--- config.mk ---
export PLATFORM = sky130hd
export DESIGN_NAME = fsc_regs
export DESIGN_NICKNAME = d
export VERILOG_FILES = /design/src/logic/fsc_pkg.sv /design/src/logic/fsc_timer.sv /design/src/logic/fsc_regs.sv
export VERILOG_INCLUDE_DIRS = /design/src /design/src/logic
export SDC_FILE = /design/constraint.sdc
export NUM_CORES = 1
export LEC_CHECK = 0
export BUFFER_PORTS_ARGS = -buffer_cell sky130_fd_sc_hd__buf_2
export CORE_AREA = 4 4 152 81
export DETAILED_ROUTE_END_ITERATION = 8
export DIE_AREA = 0 0 156 85
export GPL_TIMING_DRIVEN = 0
export HOLD_SLACK_MARGIN = 0.05
export PLACE_DENSITY = 0.65
export SKIP_LAST_GASP = 1
export SLEW_MARGIN = 20
export SYNTH_ARGS = -nofsm -noshare
export SYNTH_HDL_FRONTEND = slang
export SYNTH_SLANG_ARGS = --single-unit
--- constraint.sdc ---
create_clock -name MCLK -period 2.9 [get_ports MCLK]
set_clock_uncertainty 0.2 [all_clocks]
set_input_delay 0.435 -clock MCLK [delete_from_list [all_inputs] [get_ports MCLK]]
set_output_delay 0.435 -clock MCLK [all_outputs]
set_load 0.01 [all_outputs]
--- src/logic/fsc_params.svh ---
// constants for the fail-safe init configuration registers
`ifndef FSC_PARAMS_SVH
`define FSC_PARAMS_SVH

// ----------------------------------------------------------------
// register select codes
// ----------------------------------------------------------------
`define FSC_SEL_FAULT_INPUT 1'b0
`define FSC_SEL_MACHINE 1'b1

// ----------------------------------------------------------------
// reset values and writable masks (bit 0 here is register bit 0)
// ----------------------------------------------------------------
`define FSC_FAULT_INPUT_RST 16'h41C6
`define FSC_FAULT_INPUT_MASK 16'hDDDE
`define FSC_MACHINE_RST 16'h5080
`define FSC_MACHINE_MASK 16'hDAB0

// ----------------------------------------------------------------
// field positions in the 16-bit word
// ----------------------------------------------------------------
`define FSC_POS_PAIRING 14
`define FSC_POS_PAIRED_POL 12
`define FSC_POS_IN_A_POL 11
`define FSC_POS_IN_B_POL 10
`define FSC_POS_PAIRED_REACT 8
`define FSC_POS_IN_A_REACT 7
`define FSC_POS_IN_B_REACT 6
`define FSC_POS_ERR_POL 4
`define FSC_POS_ERR_ACK 2
`define FSC_POS_ERR_REACT 1
`define FSC_POS_COUNT_LIMIT 14
`define FSC_POS_COUNT_REACT 11
`define FSC_POS_PULSE_SEL 9
`define FSC_POS_SHORT_HIGH 7
`define FSC_POS_CLOCK_OFF 5
`define FSC_POS_LONG_OFF 4
`define FSC_POS_FAULT_COUNT 0

// ----------------------------------------------------------------
// timing: times in microseconds, clock in MHz
// ----------------------------------------------------------------
`define FSC_CLK_MHZ 20
`define FSC_PULSE_LONG_US 10000
`define FSC_PULSE_SHORT_US 1000
`define FSC_LONG_LOW_US 8000000
`define FSC_PULSE_LONG_CYC (`FSC_PULSE_LONG_US * `FSC_CLK_MHZ)
`define FSC_PULSE_SHORT_CYC (`FSC_PULSE_SHORT_US * `FSC_CLK_MHZ)
`define FSC_LONG_LOW_CYC (`FSC_LONG_LOW_US * `FSC_CLK_MHZ)
`define FSC_FAULT_COUNT_MAX 4'hC

`endif

--- src/logic/fsc_pkg.sv ---
// types shared by the fail-safe init configuration block
package fsc_pkg;
  typedef logic [15:0] fsc_word_t;
  typedef logic [27:0] fsc_count_t;
endpackage

--- src/logic/fsc_timer.sv ---
// down-counting one-shot timer with load and clear
`timescale 1ns/1ps
module fsc_timer
  import fsc_pkg::*;
(
  // clock and reset
  input wire logic clk,
  input wire logic arst_n,
  // control
  input wire logic start,
  input wire fsc_count_t load_val,
  input wire logic clear,
  // status
  output logic busy,
  output logic done
);
  fsc_count_t cnt_reg, cnt_next;
  logic done_reg, done_next;

  // clear wins over start so a disabled timer can never be armed
  always_comb begin
    cnt_next = cnt_reg;
    done_next = 1'b0;
    if (clear) begin
      cnt_next = '0;
    end else if (start) begin
      cnt_next = load_val;
    end else if (cnt_reg != '0) begin
      cnt_next = cnt_reg - 28'd1;
      done_next = (cnt_reg == 28'd1);
    end
  end

  // state registers
  always_ff @(posedge clk or negedge arst_n) begin
    if (!arst_n) begin
      cnt_reg <= '0;
      done_reg <= 1'b0;
    end else begin
      cnt_reg <= cnt_next;
      done_reg <= done_next;
    end
  end

  assign busy = (cnt_reg != '0);
  assign done = done_reg;
endmodule

--- src/logic/fsc_regs.sv ---
// fail-safe init configuration registers with reset pulse timer and 8 s long-low timer
`timescale 1ns/1ps
`include "fsc_params.svh"
module fsc_regs
  import fsc_pkg::*;
#(
  parameter int PULSE_LONG_CYC = `FSC_PULSE_LONG_CYC,
  parameter int PULSE_SHORT_CYC = `FSC_PULSE_SHORT_CYC,
  parameter int LONG_LOW_CYC = `FSC_LONG_LOW_CYC
)
(
  // clock and reset
  input wire logic MCLK,
  input wire logic ARST_N,
  // register port from the serial control logic
  input wire logic REG_SEL,
  input wire logic REG_WR,
  input wire fsc_word_t REG_WDATA,
  input wire logic REG_RD,
  output fsc_word_t REG_RDATA,
  // fail-safe state machine side (same clock)
  input wire logic RESET_REQ,
  input wire logic [3:0] FAULT_ERROR_COUNT,
  // pins and analog detectors (asynchronous)
  input wire logic FAILSAFE_SHORT_HIGH,
  input wire logic RESET_PIN_LOW,
  input wire logic CLOCK_FAULT,
  // reset pin and timer outputs
  output logic RESET_OUT_N,
  output logic LONG_LOW_EXPIRED,
  output logic CLOCK_WATCH_EN,
  output logic CLOCK_FAULT_SEEN,
  // configuration to the fault-input logic
  output logic [1:0] FAULT_INPUT_PAIRING,
  output logic PAIRED_FAULT_POLARITY,
  output logic FAULT_IN_A_POLARITY,
  output logic FAULT_IN_B_POLARITY,
  output logic PAIRED_FAULT_REACTION,
  output logic FAULT_IN_A_REACTION,
  output logic FAULT_IN_B_REACTION,
  output logic ERR_WATCH_POLARITY,
  output logic [1:0] ERR_WATCH_ACK_TIME,
  output logic ERR_WATCH_REACTION,
  output logic [1:0] FAULT_COUNT_LIMIT,
  output logic [1:0] FAULT_COUNT_REACTION
);
  // ----------------------------------------------------------------
  // register storage
  // ----------------------------------------------------------------
  fsc_word_t fault_input_config_reg, fault_input_config_next;
  fsc_word_t failsafe_machine_config_reg, failsafe_machine_config_next;
  fsc_word_t rdata_reg, rdata_next;
  // clamped live counter, merged into machine reads
  logic [3:0] count_shown;

  // masked merge keeps reserved and read-only bits at their stored zero
  function automatic fsc_word_t fsc_merge(input fsc_word_t old_val, input fsc_word_t wr_val,
                                          input fsc_word_t mask);
    fsc_merge = (old_val & ~mask) | (wr_val & mask);
  endfunction

  // next register values on a write
  always_comb begin
    fault_input_config_next = fault_input_config_reg;
    failsafe_machine_config_next = failsafe_machine_config_reg;
    if (REG_WR && REG_SEL == `FSC_SEL_FAULT_INPUT) begin
      fault_input_config_next = fsc_merge(fault_input_config_reg, REG_WDATA,
                                          `FSC_FAULT_INPUT_MASK);
    end
    if (REG_WR && REG_SEL == `FSC_SEL_MACHINE) begin
      failsafe_machine_config_next = fsc_merge(failsafe_machine_config_reg, REG_WDATA,
                                               `FSC_MACHINE_MASK);
    end
  end

  // read data: counter merged live at read time, never latched at reset
  always_comb begin
    rdata_next = rdata_reg;
    if (REG_RD) begin
      if (REG_SEL == `FSC_SEL_FAULT_INPUT) begin
        rdata_next = fault_input_config_reg & `FSC_FAULT_INPUT_MASK;
      end else begin
        rdata_next = (failsafe_machine_config_reg & `FSC_MACHINE_MASK)
                   | {12'h000, count_shown};
      end
    end
  end

  // register process
  always_ff @(posedge MCLK or negedge ARST_N) begin
    if (!ARST_N) begin
      fault_input_config_reg <= `FSC_FAULT_INPUT_RST;
      failsafe_machine_config_reg <= `FSC_MACHINE_RST;
      rdata_reg <= '0;
    end else begin
      fault_input_config_reg <= fault_input_config_next;
      failsafe_machine_config_reg <= failsafe_machine_config_next;
      rdata_reg <= rdata_next;
    end
  end

  // ----------------------------------------------------------------
  // field decode
  // ----------------------------------------------------------------
  logic pulse_len_sel, short_high_resets_en, clock_watch_off, long_low_timer_off;
  assign pulse_len_sel = failsafe_machine_config_reg[`FSC_POS_PULSE_SEL];
  assign short_high_resets_en = failsafe_machine_config_reg[`FSC_POS_SHORT_HIGH];
  assign clock_watch_off = failsafe_machine_config_reg[`FSC_POS_CLOCK_OFF];
  assign long_low_timer_off = failsafe_machine_config_reg[`FSC_POS_LONG_OFF];
  // the counter never legally passes 12; clamp so a glitch cannot show more
  assign count_shown = (FAULT_ERROR_COUNT > `FSC_FAULT_COUNT_MAX) ? `FSC_FAULT_COUNT_MAX
                     : FAULT_ERROR_COUNT;

  assign REG_RDATA = rdata_reg;
  assign FAULT_INPUT_PAIRING = fault_input_config_reg[`FSC_POS_PAIRING +: 2];
  assign PAIRED_FAULT_POLARITY = fault_input_config_reg[`FSC_POS_PAIRED_POL];
  assign FAULT_IN_A_POLARITY = fault_input_config_reg[`FSC_POS_IN_A_POL];
  assign FAULT_IN_B_POLARITY = fault_input_config_reg[`FSC_POS_IN_B_POL];
  assign PAIRED_FAULT_REACTION = fault_input_config_reg[`FSC_POS_PAIRED_REACT];
  assign FAULT_IN_A_REACTION = fault_input_config_reg[`FSC_POS_IN_A_REACT];
  assign FAULT_IN_B_REACTION = fault_input_config_reg[`FSC_POS_IN_B_REACT];
  assign ERR_WATCH_POLARITY = fault_input_config_reg[`FSC_POS_ERR_POL];
  assign ERR_WATCH_ACK_TIME = fault_input_config_reg[`FSC_POS_ERR_ACK +: 2];
  assign ERR_WATCH_REACTION = fault_input_config_reg[`FSC_POS_ERR_REACT];
  assign FAULT_COUNT_LIMIT = failsafe_machine_config_reg[`FSC_POS_COUNT_LIMIT +: 2];
  assign FAULT_COUNT_REACTION = failsafe_machine_config_reg[`FSC_POS_COUNT_REACT +: 2];

  // ----------------------------------------------------------------
  // pin synchronisers and edge detect
  // ----------------------------------------------------------------
  logic [2:0] sync1_reg, sync1_next, sync2_reg, sync2_next;
  logic short_prev_reg, short_prev_next, low_prev_reg, low_prev_next;
  logic clk_seen_reg, clk_seen_next, out_n_reg, out_n_next;
  logic short_rise, low_rise, reset_trigger, pulse_busy;
  fsc_count_t pulse_len;

  // first stage feeds only the second stage
  always_comb begin
    sync1_next = {CLOCK_FAULT, RESET_PIN_LOW, FAILSAFE_SHORT_HIGH};
    sync2_next = sync1_reg;
    short_prev_next = sync2_reg[0];
    low_prev_next = sync2_reg[1];
    clk_seen_next = sync2_reg[2] & ~clock_watch_off;
    out_n_next = ~pulse_busy;
  end

  assign short_rise = sync2_reg[0] & ~short_prev_reg;
  assign low_rise = sync2_reg[1] & ~low_prev_reg;
  // short to high only resets when enabled
  assign reset_trigger = RESET_REQ | (short_rise & short_high_resets_en);
  assign pulse_len = pulse_len_sel ? fsc_count_t'(PULSE_SHORT_CYC)
                   : fsc_count_t'(PULSE_LONG_CYC);

  // synchroniser and output registers
  always_ff @(posedge MCLK or negedge ARST_N) begin
    if (!ARST_N) begin
      sync1_reg <= '0;
      sync2_reg <= '0;
      short_prev_reg <= 1'b0;
      low_prev_reg <= 1'b0;
      clk_seen_reg <= 1'b0;
      out_n_reg <= 1'b1;
    end else begin
      sync1_reg <= sync1_next;
      sync2_reg <= sync2_next;
      short_prev_reg <= short_prev_next;
      low_prev_reg <= low_prev_next;
      clk_seen_reg <= clk_seen_next;
      out_n_reg <= out_n_next;
    end
  end

  // ----------------------------------------------------------------
  // timers
  // ----------------------------------------------------------------
  // reset pulse; a new trigger during a pulse restarts it
  fsc_timer u_pulse (
    .clk(MCLK),
    .arst_n(ARST_N),
    .start(reset_trigger),
    .load_val(pulse_len),
    .clear(1'b0),
    .busy(pulse_busy),
    .done()
  );

  // long-low timer: cleared when the pin goes high or the timer is disabled
  fsc_timer u_long_low (
    .clk(MCLK),
    .arst_n(ARST_N),
    .start(low_rise),
    .load_val(fsc_count_t'(LONG_LOW_CYC)),
    .clear(long_low_timer_off | ~sync2_reg[1]),
    .busy(),
    .done(LONG_LOW_EXPIRED)
  );

  assign RESET_OUT_N = out_n_reg;
  assign CLOCK_WATCH_EN = ~clock_watch_off;
  assign CLOCK_FAULT_SEEN = clk_seen_reg;
endmodule

==> results.yml <==
critical_path:
  endpoint_kind: "flop"
  r2r_cells: 5
  critPathKind: "reg -> reg"
  critPathMaxFanout: 7
  rr_startpoint: "u_long_low.cnt_reg[12]"
  reg2reg_slack_ps: 130
  arrival_ps: 2830
  crit_chain: "or4_1 > or4_1 > or4_1 > or3_1 > a21oi_1"
  cpMaxStageDelayCell: "or4_1"
  reg2reg_to: "u_long_low.cnt_reg[22]"
  cp-start-kind: "flop"
  critPathMaxStageDelay_ps: 640
  cpMostUsedCell: "or4_1"
  critical_path_required_ps: 2960
worst_hold_path:
  hold_class: "in -> reg"
  min_path_cells: 2
  min_to: "fault_input_config_reg[3]"
  min_from: "REG_WDATA[3]"
timing:
  slew_headroom_pct: 45.0
  rsz0062_at_grt: "false"
  hold_viol: 0
  finalSetupViolations: 0
  worst_slew_pin_slew_ps: 821
  timing.hold.ws_ps: 119
  fin_crit_sh_pct: 95.6
  slew_violations: 0
  max_clock_freq_mhz: 361
  fin_crit_ps: 2770
synthesis:
  async_flop_share_pct: 100
  yosysSeqAreaShare_pct: 52.0
  synth-main-ff-cell: "dfrtp_1"
  netlist_area_mm2: 0.00493
  synth_cell_types: 51
  synth.avg_cell_area_um2: 10.4
  ys_warn_count: 0
  syn-instance-count: 475
  synth_edf_count: 0
  synthesis.nets: 509
  synth-seq-cells: 102
die:
  ioPinCount: 65
  num_rows: 27
  core_mm2: 0.0108
  die_y_um: 85
  die-area_mm2: 0.0133
  die_w_um: 156
  initial_core_util_pct: 45.5
cells_and_area:
  drive_gt1_share_pct: 24.0
  utilization_pct: 53.9
  syn_to_final_growth_pct: 18.4
  final_common_cell: "dfrtp_1"
  ff_latch_area_mm2: 0.00256
  most-common-layout-cells: "dfrtp_1, buf_2, a21oi_1"
  final_area_mm2: 0.00584
  n_antenna_cell: 0
  multi_input_area_mm2: 0.00226
  fillers: 995
  nets: 583
detailed_routing:
  avgRoutedWirePerCell_um: 16.5
  drtIter0Drc: 210
  wirelength_um: 11500
  vias: 3928
  via_per_inst: 5.62
  antenna_left: 0
  drc: 0
  drtPass1Iterations: 4
power:
  vdd_drop_max_mv: 0.390
  powerDensity_mw_per_mm2: 773
  p_total_w: 0.00452
  leakage_nw: 2.56
run_status:
  status: "finished, final reports clean"
global_route:
  grt_max_degree: 78
  grt_pass1_wl_um: 19700
  grt_use_total_pct: 18.3
  antenna_found_initial: 0
  grt_pass1_vias: 3954
  grt.overflow.total: 0
clocking:
  htreeDepth: 3
  cts_tree: "done"
  cts_num_sinks: 102
  clockBufferDepth: 2
  numCtsBuffers: 9
  clk_latency_ps: 340
  root_buffer: "clkbuf_16"
  clk_pin_slew_ps: 70
place:
  dpl-instance-area_mm2: 0.00546
  placement.io_buffers: 59
  place_congestion: 0.852
  dp_hpwl_um: 8060
flow_run:
  drv_cap: 0
[metrics by stage]
step	cells	setup slack, ps	setup TNS, ps
finish	699	126	0
global route	699	0.805	0
CTS	699	14.7	0
detailed placement	680	-83.5	-867
global placement	679	-253	-3050
floorplan	475	222	0
[area by class of cell]
class	instances	share of cell area, %
flip-flops and latches	102	43.9
multi-input cells	333	38.7
well taps	145	3.10
inverters	15	0.963
repair buffers	66	6.57
clock buffers	13	4.11
clock inverters	3	0.792
plain buffers	22	1.88
[cells in the mapped netlist (12+ instances only)]
library cell   n  area [um2]
inv_1         15        56.3
or4_1         26         195
o31ai_1       12        90.1
mux2_2        20         225
clkbuf_1      17        63.8
xnor2_1       14         123
dfrtp_1       92        2300
nor2_1        29         109
nand2_1       24        90.1
or3_1         22         138
nor4_1        14        87.6
mux2i_1       13         130
a21oi_1       47         235
o21ai_0       14        70.1
[logic make-up (layout without fill, tap and decap cells)]
family / after synthesis / in the layout / share of synthesized area [%]
multiplexers: 33 / 33 / 7.20
XOR/XNOR: 16 / 16 / 2.84
adder cells (fa/ha/maj): 5 / 5 / 1.27
AND/OR/NAND/NOR: 181 / 181 / 21.2
AO/OA/AOI/OAI: 97 / 97 / 11.9
flip-flops: 102 / 102 / 52.0
other: 1 / 1 / 0.0760
buffers and inverters: 40 / 119 / 3.55
[report_power, final]
group,leakage (nW),total (W),switching (W),internal [W]
Sequential,1.28,0.00180,0.000176,0.00163
Clock,0.134,0.00119,0.000513,0.000673
Combinational,1.15,0.00153,0.000876,0.000652
[worst max path at each step]
stage                                   to                   start  depth (start not counted)  slack, ps
global placement        u_pulse.cnt_reg[5]     u_pulse.cnt_reg[16]                          7       -250
CTS                 u_long_low.cnt_reg[21]   u_long_low.cnt_reg[2]                          5         10
detailed placement  u_long_low.cnt_reg[27]  u_long_low.cnt_reg[12]                          7        -80
finish              u_long_low.cnt_reg[22]  u_long_low.cnt_reg[12]                          5        130
global route        u_long_low.cnt_reg[22]   u_long_low.cnt_reg[6]                          5        0.8
floorplan              u_pulse.cnt_reg[26]     u_pulse.cnt_reg[16]                          5        220
[critical path: cells and delay by family, from the launching register on]
family | cells | cell delay, ps
compound gates | 1 | 140
flops | 1 | 400
simple gates | 4 | 1950
[routing by layer]
layer,track usage (%),wire [um],vias up
met5,0,0,-
met4,4.21,140,0
met3,3.82,342,13
met2,31.2,5800,54
met1,24.1,5240,1955
li1,-,-,1906
[timing repair]
item,4_1_cts,5_1_grt
gates cloned,0,0
hold buffers,4,0
setup buffers,0,2
gates resized for setup,3,10
pin swaps,1,2
endpoints found under the setup margin,17,28
hold endpoints to repair,28,0
(Power assumes the default switching activity.)
